**config.mk**
```make
export PLATFORM = sky130hd
export DESIGN_NAME = wtg_timeout_guard
export DESIGN_NICKNAME = d
export VERILOG_FILES = /design/src/rtl/wtg_pkg.sv /design/src/rtl/wtg_timeout_guard.sv
export SDC_FILE = /design/constraint.sdc
export NUM_CORES = 1
export LEC_CHECK = 0
export ABC_CLOCK_PERIOD_IN_PS = 2700
export BUFFER_PORTS_ARGS = -buffer_cell sky130_fd_sc_hd__buf_2
export CAP_MARGIN = 25
export CORE_MARGIN = 2
export CORE_UTILIZATION = 47
export CTS_BUF_LIST = sky130_fd_sc_hd__clkbuf_4
export DETAILED_ROUTE_END_ITERATION = 12
export PLACE_DENSITY = 0.76
export SLEW_MARGIN = 20
export SYNTH_ARGS = -nofsm -noshare
export SYNTH_HDL_FRONTEND = slang
export SYNTH_SLANG_ARGS = --single-unit
```
**constraint.sdc**
```tcl
create_clock -name clk_sys_in -period 2.7 [get_ports clk_sys_in]
set_clock_uncertainty 0.15 [all_clocks]
set_input_delay 0.135 -clock clk_sys_in [delete_from_list [all_inputs] [get_ports clk_sys_in]]
set_output_delay 0.135 -clock clk_sys_in [all_outputs]
set_load 0.05 [all_outputs]
```
**src/rtl/wtg_pkg.sv**
```systemverilog
// Package of constants for the timeout guard block
package wtg_pkg;
  // Register map (byte addresses, one word each)
  localparam logic [7:0]  GUARD_CONTROL_REG_ADDR = 8'h0D;  // Printed address
  localparam logic [7:0]  GUARD_OPTION_ADDR      = 8'h10;  // Option status
  // Field positions in guard_control_reg
  localparam int          ACTIVATE_BIT           = 7;
  localparam int          COUNT_TOP_BIT          = 6;
  // Reset values
  localparam logic [7:0]  GUARD_CONTROL_RESET    = 8'h7F;
  // Timing
  localparam int          PRESCALE_CYCLES        = 65536;
  localparam int          WAKE_DELAY_CYCLES      = 514;
  localparam int          CLK_PERIOD_PS          = 10000;
  localparam int          RESET_PULSE_NS         = 500;
  localparam int          RESET_PULSE_CYCLES     =
    (RESET_PULSE_NS * 1000 + CLK_PERIOD_PS - 1) / CLK_PERIOD_PS;
  // Pulse counter states
  typedef enum logic [0:0] {
    WTG_IDLE  = 1'b0,
    WTG_PULSE = 1'b1
  } wtg_state_t;
endpackage : wtg_pkg

```
**src/rtl/wtg_timeout_guard.sv**
```systemverilog
// Windowed timeout guard with APB register access
// Operation
// The guard is a seven-bit downcounter that moves on one prescaler tick.
// The prescaler divides the system clock by PRESCALE, so the count steps
// once every PRESCALE cycles whether or not the guard is active. Only the
// generation of the reset pulse depends on the activate bit or on the
// hardware option pin.
//
// Expiry
// An expiry is raised when a tick moves the count from 40h to 3Fh while
// the guard is active. A write that sets activate, or any write while the
// guard is already active, with the top count bit clear also raises an
// expiry at once. This gives software a way to force a device reset.
// The expiry request and the pulse state are both registered, so the pin goes low two edges later.
//
// Reset pulse
// The pulse lasts a fixed number of clock cycles, derived from the pulse
// width and the clock period in the package. The block never resets
// itself: the pin must be looped back to the system reset by the user.
// While the pulse runs, further expiry requests are ignored.
//
// Low power
// Wait mode has no effect on counting; its level is only readable.
// Halt mode freezes both the prescaler and the count as soon as the
// filtered halt level is seen. Leaving halt on a wake interrupt starts a
// hold-off counter; counting resumes only after the wake delay. A reset
// during halt clears everything, including the halted flag.
//
// Hazards
// The option, halt, wake and wait pins are asynchronous. Each passes
// three flip-flops and its level changes only when the last two agree,
// so a single-cycle glitch is never taken as a level change.
// A write and a tick in the same cycle: the write wins and the tick is
// lost; the prescaler phase is not disturbed by the write.
// Read data is captured in the setup phase and held for the access
// phase, so a tick during the access does not tear the read word.
//
// Limitations
// Only byte lane 0 of the write strobe is looked at.
// The option register is read only; writes to it are ignored.
// Unmapped addresses answer with an error and have no effect.
//
// Added by the designer: register access over APB and the placing of the registers.
`timescale 1ns/1ps
module wtg_timeout_guard
  import wtg_pkg::*;
#(
  parameter int PRESCALE = PRESCALE_CYCLES
) (
  input  wire logic        clk_sys_in,
  input  wire logic        rst_b_in,
  input  wire logic        hw_option_in,
  input  wire logic        wait_mode_in,
  input  wire logic        halt_mode_in,
  input  wire logic        wake_irq_in,
  input  wire logic        psel_in,
  input  wire logic        penable_in,
  input  wire logic        pwrite_in,
  input  wire logic [7:0]  paddr_in,
  input  wire logic [31:0] pwdata_in,
  input  wire logic [3:0]  pstrb_in,
  output logic      [31:0] prdata_out,
  output logic             pready_out,
  output logic             pslverr_out,
  output logic             reset_pin_b_out,
  output logic             reset_pulse_out
);

  localparam int PW = $clog2(PRESCALE);
  localparam int WW = $clog2(WAKE_DELAY_CYCLES + 1);
  localparam int RW = $clog2(RESET_PULSE_CYCLES + 1);

  logic             activate;
  logic [6:0]       count;
  logic [PW-1:0]    prescale;
  logic             halted;
  logic [WW-1:0]    wake_cnt;
  logic             expire_req;
  wtg_state_t       state;
  logic [RW-1:0]    pulse_cnt;
  logic [2:0]       hw_sync;
  logic [2:0]       wait_sync;
  logic [2:0]       halt_sync;
  logic [2:0]       wake_sync;
  logic             hw_opt;
  logic             halt_lvl;
  logic             wake_lvl;
  logic             wait_lvl;

  logic             next_activate;
  logic [6:0]       next_count;
  logic [PW-1:0]    next_prescale;
  logic             next_halted;
  logic [WW-1:0]    next_wake_cnt;
  logic             next_expire_req;
  wtg_state_t       next_state;
  logic [RW-1:0]    next_pulse_cnt;
  logic             next_hw_opt;
  logic             next_halt_lvl;
  logic             next_wake_lvl;
  logic             next_wait_lvl;

  logic             wr_ctrl;
  logic             tick;
  logic             guard_on;
  logic             running;
  logic [6:0]       wr_count;
  logic             wr_activate;

  // Address decode shared by read and write paths
  function automatic logic hit_ctrl(input logic [7:0] a);
    hit_ctrl = (a == GUARD_CONTROL_REG_ADDR);
  endfunction : hit_ctrl

  function automatic logic hit_opt(input logic [7:0] a);
    hit_opt = (a == GUARD_OPTION_ADDR);
  endfunction : hit_opt

  // APB handshake: zero wait states, error on unmapped
  always_comb begin
    pready_out  = 1'b1;
    pslverr_out = psel_in && penable_in &&
                  !hit_ctrl(paddr_in) && !hit_opt(paddr_in);
    wr_ctrl     = psel_in && penable_in && pwrite_in &&
                  hit_ctrl(paddr_in) && pstrb_in[0];
    wr_count    = pwdata_in[COUNT_TOP_BIT:0];
    wr_activate = pwdata_in[ACTIVATE_BIT];
  end

  // Read data, registered by the bus process
  logic [31:0] rdata;
  logic [31:0] next_rdata;
  always_comb begin
    next_rdata = 32'h0000_0000;
    if (psel_in && !penable_in && !pwrite_in) begin
      if (hit_ctrl(paddr_in)) begin
        next_rdata = {24'h00_0000, activate, count};
      end else if (hit_opt(paddr_in)) begin
        next_rdata = {29'h0000_0000, halted, wait_lvl, hw_opt};
      end
    end else if (psel_in) begin
      next_rdata = rdata;
    end
  end
  assign prdata_out = rdata;

  // Pin level filtering: change accepted when stages 2 and 3 agree
  always_comb begin
    next_hw_opt   = (hw_sync[1] == hw_sync[2]) ? hw_sync[2] : hw_opt;
    next_halt_lvl = (halt_sync[1] == halt_sync[2]) ? halt_sync[2]
                                                   : halt_lvl;
    next_wake_lvl = (wake_sync[1] == wake_sync[2]) ? wake_sync[2]
                                                   : wake_lvl;
    next_wait_lvl = (wait_sync[1] == wait_sync[2]) ? wait_sync[2]
                                                   : wait_lvl;
  end

  // Core guard logic: prescaler, count, halt, expiry
  always_comb begin
    guard_on        = activate || hw_opt;
    running         = !halted && !halt_lvl;
    tick            = running &&
                      (prescale == PW'(PRESCALE - 1));
    next_activate   = activate;
    next_count      = count;
    next_prescale   = prescale;
    next_halted     = halted;
    next_wake_cnt   = wake_cnt;
    next_expire_req = 1'b0;
    if (running) begin
      next_prescale = tick ? '0 : prescale + 1'b1;
    end
    if (halt_lvl && !halted) begin
      next_halted = 1'b1;
      next_wake_cnt = '0;
    end else if (halted && wake_lvl && !halt_lvl) begin
      // Hold off counting after wake
      if (wake_cnt == WW'(WAKE_DELAY_CYCLES - 1)) begin
        next_halted = 1'b0;
      end else begin
        next_wake_cnt = wake_cnt + 1'b1;
      end
    end
    if (wr_ctrl) begin
      // Writes may only set activation
      next_activate = activate | wr_activate;
      next_count    = wr_count;
      if ((wr_activate || guard_on) && !wr_count[COUNT_TOP_BIT]) begin
        next_expire_req = 1'b1;
      end
    end else if (tick) begin
      next_count = count - 7'h01;
      if (guard_on && count == 7'h40) begin
        next_expire_req = 1'b1;
      end
    end
  end

  // Reset pulse generator
  always_comb begin
    next_state     = state;
    next_pulse_cnt = pulse_cnt;
    case (state)
      WTG_IDLE: begin
        if (expire_req) begin
          next_state     = WTG_PULSE;
          next_pulse_cnt = '0;
        end
      end
      WTG_PULSE: begin
        if (pulse_cnt == RW'(RESET_PULSE_CYCLES - 1)) begin
          next_state = WTG_IDLE;
        end else begin
          next_pulse_cnt = pulse_cnt + 1'b1;
        end
      end
      default: next_state = WTG_IDLE;
    endcase
  end

  // Output drive, pin low and pulse output high while pulsing
  always_comb begin
    reset_pin_b_out = (state != WTG_PULSE);
    reset_pulse_out = (state == WTG_PULSE);
  end

  // Register all state; reset restores deactivated value
  always_ff @(posedge clk_sys_in or negedge rst_b_in) begin
    if (!rst_b_in) begin
      activate   <= GUARD_CONTROL_RESET[ACTIVATE_BIT];
      count      <= GUARD_CONTROL_RESET[COUNT_TOP_BIT:0];
      prescale   <= '0;
      halted     <= 1'b0;
      wake_cnt   <= '0;
      expire_req <= 1'b0;
      state      <= WTG_IDLE;
      pulse_cnt  <= '0;
      hw_sync    <= 3'h0;
      wait_sync  <= 3'h0;
      halt_sync  <= 3'h0;
      wake_sync  <= 3'h0;
      hw_opt     <= 1'b0;
      halt_lvl   <= 1'b0;
      wake_lvl   <= 1'b0;
      wait_lvl   <= 1'b0;
      rdata      <= 32'h0000_0000;
    end else begin
      activate   <= next_activate;
      count      <= next_count;
      prescale   <= next_prescale;
      halted     <= next_halted;
      wake_cnt   <= next_wake_cnt;
      expire_req <= next_expire_req;
      state      <= next_state;
      pulse_cnt  <= next_pulse_cnt;
      hw_sync    <= {hw_sync[1:0], hw_option_in};
      wait_sync  <= {wait_sync[1:0], wait_mode_in};
      halt_sync  <= {halt_sync[1:0], halt_mode_in};
      wake_sync  <= {wake_sync[1:0], wake_irq_in};
      hw_opt     <= next_hw_opt;
      halt_lvl   <= next_halt_lvl;
      wake_lvl   <= next_wake_lvl;
      wait_lvl   <= next_wait_lvl;
      rdata      <= next_rdata;
    end
  end

endmodule : wtg_timeout_guard

```
==> metrics, run 1 <==
status complete, no violations; CP most frequent cell or4_1; busiest grt layer met2; Filler Cell Count ~580; Area Growth Syn to Fin 14.6%; chip height ~87 um; pre-CTS setup slack about 250 ps; Leakage approximately 1.7 nW; H-tree levels 3; clk slew on worst S/H paths 120 ps; ys flop type dfrtp_1; vias in the first global route 2437; power per standard cell area 558 nW/um^2; CTS Buf Count 9; layout cell share with drive strength beyond 1 around 18%; max-cap violations 0; final setup TNS 0 ps; count leader, synth dfrtp_1; CP bufs+invs 0; Ys Warns 0; post-CTS setup buffers 0; Die Footprint 7640 sq um; multi-input logic area 1400 sq um; # setup viols final 0; Core Footprint just under 7000 sq um; Port Buffers 36; I/O pins 89; met1 Use GR just under 20%; crit path DAT ~2700 ps; GRT Util Overall approximately 18%; RSZ-0062 raised after global routing false; largest stage delay on the critical path ~740 ps; GRT met2 Usage a little under a third; vias about 2400; DRT Pass-1 Iters 4; row count 30; Starting Density 48.4%; r2r setup slk around 210 ps; Crit Path Category reg -> reg; largest net degree at the start of global routing 35; reg2reg start prescale[1]; slowest CP cell or4_1; Hold WC Path Type in -> reg; WL/cell about 13 um; Crit path max-delay family simple AND/OR/NAND/NOR gates; cell area after synthesis 3270 sq um; Post-synth EDFFs 0; Placer Congestion around 0.86; clock latency on the worst-skew pair 420 ps; crit end category flip-flop; Sink Count 67; startpoint types flip-flop; Reg area ~1700 sq um; Seq/Total Area, Yosys between 50% and 60%; antenna-violating nets left 0; final setup margin between 200 and 250 ps; M3 GR Usage 4.83%; via-per-instance ratio about 5.2; Min Clock Period, post-route about 2500 ps; clock root buffer clkbuf_4; DR iter-0 viols 79; Crit path depth 5; grt ovf 0; max-slew violation count 0; Inserted Diodes 0; worst rel slew slack between 50% and 60%; post-synthesis register bit count between 60 and 70; die span in x between 80 and 90 um; CP cell instances ha_1 > nand4bb_1 > or4_1 > or4_1 > a31oi_1; Synth top area share between 40% and 50%; post-synthesis cell count 323; Max IR drop VDD 0.000390 V; Final Cycle Share 92.3%; TritonCTS clock tree yes; Register-to-Register Path Depth 5; most frequent cells after synthesis 60 x dfrtp_1, 27 x nand2_1, 25 x buf_4, 24 x nor2_1, 17 x o21ai_0; Synth area leaders dfrtp_1 46%, buf_4 5.7%, dfstp_2 5.6%; Final Hold Viols 0; initial antenna violation count 0; achievable frequency approximately 400 MHz; Critical Path End count[6]; dpl hpwl 4200 um; first-pass GRT wire length roughly 10000 um; share of synthesized registers carrying an async set or reset between 90% and 100%; nets@finish 441; dominant cell type by area after synthesis dfrtp_1; Yosys cell types 44; worst slew pin tran ~740 ps; syn_area_per_cell 10.1 sq um; worst-case clock buffer depth 2; Critical Path RT roughly 2900 ps; drt drc 0; Final Power around 0.0021 W; critical path peak fanout 16; Worst R2R End count[6]; DRT Wirelength 6000 um; Worst Setup SP prescale[1]
## cell usage in the layout, fill, tap and decap left out, types with 8 or more instances in the layout
master and n:
o21ai_0 17, dlygate4sd3_1 15, inv_1 14, buf_2 36
a22oi_1 8, nor2_1 24, xnor2_1 12, nand2_1 27
dfrtp_1 60, nand3_1 12, clkbuf_4 12, conb_1 25
or3_1 8
## registers in the layout (all words and copies together), names as in the netlist
name,cells
prescale,16
wait_lvl,1
count,7
pulse_cnt,6
wake_cnt,10
expire_req,1
hw_sync,3
wait_sync,3
halt_lvl,1
wake_sync,3
hw_opt,1
halt_sync,3
prdata_out,8
wake_lvl,1
reset_pulse_out,1
activate,1
halted,1
## routing by layer
metal / vias up / share of wire, %
met5: - / 0
met4: 0 / 2.2
met3: 10 / 4.2
met2: 55 / 49
met1: 1166 / 44
li1: 1208 / -
## worst min-delay path: stages
cell and delay [ps]:
buf_2 90, nor2_1 50, nand2_1 90, o21ai_0 80, and2_1 150
## final cells by class
type | instances | area share, %
clock buffer | 12 | 2.40
clock inverter | 4 | 1.20
inverter | 14 | 1.40
multi-input combinational | 232 | 37.4
sequential | 67 | 44.9
tap | 80 | 2.67
timing repair buffer | 57 | 10.0
## per-stage QoR
step           instances  hold slack [ps]  utilization (%)  cell area (sq um)
2_1_floorplan        346             -311                -               3360
3_3_place_gp         435             82.1             51.3               3460
3_5_place_dp         435             93.0             51.3               3460
4_1_cts              466             28.9             55.5               3750
5_1_grt              466             67.7             55.5               3750
6_report             466             47.9             55.5               3750
## logic make-up after synthesis
logic type,share of synthesized area (%)
compound gates,9.52
xor+xnor,4.82
fa+ha+maj,3.90
buf+inv,8.30
flops,51.5
mux,1.84
other cells,0.230
simple gates,19.9
## power breakdown
part / leakage (nW) / total [W] / switching [W] / internal (W)
Combinational: 0.791 / 0.000287 / 0.000186 / 0.000101
Clock: 0.0811 / 0.000648 / 0.000338 / 0.000310
Sequential: 0.853 / 0.00116 / 0.0000835 / 0.00107
## how the worst min path moves through the flow
stage | startpoint | end | slack (ps) | depth (start not counted)
2_1_floorplan | rst_b_in | activate | -310 | 0
3_3_place_gp | rst_b_in | prdata_out[3] | 80 | 1
3_5_place_dp | rst_b_in | prdata_out[4] | 90 | 1
4_1_cts | pwrite_in | prdata_out[1] | 30 | 5
5_1_grt | pwrite_in | prdata_out[1] | 70 | 5
6_report | pwrite_in | prdata_out[0] | 50 | 5
## what timing repair did
action	CTS	global route
hold buffers	15	0
gates resized for setup	0	0
hold endpoints to repair	51	0
(Power assumes the default switching activity.)
==> run 2, diff against run 1 <==
--- a/config.mk
+++ b/config.mk
@@ -11,7 +11,9 @@
 export CORE_MARGIN = 2
 export CORE_UTILIZATION = 47
 export CTS_BUF_LIST = sky130_fd_sc_hd__clkbuf_4
+export CTS_CLUSTER_DIAMETER = 100
 export DETAILED_ROUTE_END_ITERATION = 12
+export HOLD_SLACK_MARGIN = 0.05
 export PLACE_DENSITY = 0.76
 export SLEW_MARGIN = 20
 export SYNTH_ARGS = -nofsm -noshare
==> run 2 against run 1 <==
  * Largest cell class unchanged
  * Non-clock buffer count rose by 2
  * Global-route usage rose by 0.10 points
  * Core utilization rose by 0.30 points
  * Sequential power barely moved
  * Sequential share of layout area fell by 0.24 points
  * Cell area rose by 0.53%
  * Setup slack got worse by 7.0 ps
  * Count of clock-buffer cells in the layout did not move
  * Critical path type unchanged
  * Largest power group unchanged
==> metrics, run 2 (synthesis gave the netlist of run 1 again) <==
status complete, no violations; achievable frequency 400 MHz (-0.28%); Max IR drop VDD 0.000390 V (about the same); DRT Wirelength 6050 um (+0.87%); worst-case clock buffer depth 2 (unchanged); vias in the first global route 2450 (+0.53%); grt ovf 0 (unchanged); GRT met2 Usage 30.4% (+0.41 points); DRT Pass-1 Iters 4 (unchanged); dpl hpwl 4200 um (unchanged); GRT Util Overall 17.6% (+0.10 points); met1 Use GR 19.8% (-0.061 points); clock latency on the worst-skew pair 410 ps (about the same); drt drc 0 (unchanged); Most flops, register prescale; crit path DAT 2690 ps (about the same); Final Hold Viols 0 (unchanged); chip height 87.4 um (unchanged); TritonCTS clock tree yes; worst rel slew slack 50.5% (about the same); I/O pins 89 (unchanged); layout cell share with drive strength beyond 1 17.8% (-0.092 points); initial antenna violation count 0 (unchanged); Critical Path RT 2890 ps (about the same); power per standard cell area 555 nW/um^2 (-0.51%); Register-to-Register Path Depth 5 (unchanged); startpoint types flip-flop; nets@finish 443 (+0.45%); # setup viols final 0 (unchanged); CTS Buf Count 9 (unchanged); Hold WC Path Type in -> reg; worst slew pin tran 743 ps (+0.154 ps); H-tree levels 3 (unchanged); Critical Path End count[6]; first-pass GRT wire length 10400 um (+0.39%); r2r setup slk 200 ps (about the same); pre-CTS setup slack 248 ps (unchanged); crit end category flip-flop; Leakage 1.73 nW (+0.48%); antenna-violating nets left 0 (unchanged); busiest grt layer met2; max-slew violation count 0 (unchanged); max-cap violations 0 (unchanged); vias 2456 (+0.70%); WL/cell 12.9 um (+0.44%); Port Buffers 36 (unchanged); Starting Density 48.4% (unchanged); max FFs per register 16 (unchanged); Inserted Diodes 0 (unchanged); via-per-instance ratio 5.25 (+0.27%); M3 GR Usage 4.83% (unchanged); Min Clock Period, post-route 2500 ps (+7.02 ps); reg2reg start prescale[1]; critical path peak fanout 16 (unchanged); clock root buffer clkbuf_4; most frequent cells in the layout 60 x dfrtp_1, 36 x buf_2, 27 x nand2_1; Placer Congestion 0.860 (unchanged); final setup margin 202 ps (-7.02 ps); row count 30 (unchanged); largest net degree at the start of global routing 35 (unchanged); Die Footprint 7640 sq um (unchanged); RSZ-0062 raised after global routing false; final setup TNS 0 ps (unchanged); die span in x 87.4 um (unchanged); DR iter-0 viols 81 (+2.5%); Area Growth Syn to Fin 15.2%; clk slew on worst S/H paths 120 ps (about the same); CTS resizes 0 (unchanged); commonest non-fill, non-tap cell in the layout dfrtp_1; Core Footprint 6760 sq um (unchanged); Crit Path Category reg -> reg; Final Cycle Share 92.5% (+0.26 points); Sink Count 67 (unchanged); Worst Setup SP prescale[1]; Worst R2R End count[6]
## run 2: cell types whose count changed in the layout (fill, tap and decap cells not counted)
| cell | previous run | this run |
|---|---|---|
| dlygate4sd3_1 | 15 | 17 |
## run 2: repair_timing
item                      CTS  global route
hold buffers               17             0
buffers inserted            0             0
hold endpoints to repair   53             0
## run 2: final cells by class
type | count | area (sq um)
multi-input cells | 232 | 1400
repair buffers | 59 | 395
flip-flops and latches | 67 | 1690
clock buffers | 12 | 90.1
well taps | 80 | 100
fillers | 579 | 2990
inverters | 14 | 52.6
clock inverters | 4 | 45.0
## run 2: worst min path at each step
stage,from,endpoint,cells past startpoint
floorplan,rst_b_in,activate,0
global placement,rst_b_in,prdata_out[3],1
detailed placement,rst_b_in,prdata_out[4],1
CTS,paddr_in[6],prdata_out[1],5
global route,paddr_in[7],prdata_out[1],5
finish,paddr_in[6],prdata_out[0],5
## run 2: per-stage QoR
stage	utilization [%]	power (W)	std cells	hold slack, ps	cell area, sq um
3_3_place_gp	51.3	0.00143	435	82.1	3460
3_5_place_dp	51.3	0.00145	435	93.0	3460
4_1_cts	55.8	0.00212	468	51.9	3770
5_1_grt	55.8	0.00221	468	104	3770
2_1_floorplan	-	0.00139	346	-311	3360
6_report	55.8	0.00209	468	75.9	3770
## run 2: layer usage
layer	part of all wire, %	vias up
met3	3.9	10
met1	44	1171
met5	0	-
li1	-	1215
met4	2.1	0
met2	50	60
## run 2: where the power goes
| group | internal, W | total [W] | leakage, nW | switching, W |
|---|---|---|---|---|
| clock network | 0.000310 | 0.000646 | 0.0811 | 0.000336 |
| logic | 0.000103 | 0.000290 | 0.799 | 0.000187 |
| registers | 0.00107 | 0.00116 | 0.853 | 0.0000834 |
## run 2: worst max-delay path: stages (launching register included)
cell and delay [ps]:
dfrtp_1 410, ha_1 210, nand4bb_1 160, or4_1 740, or4_1 550, a31oi_1 220
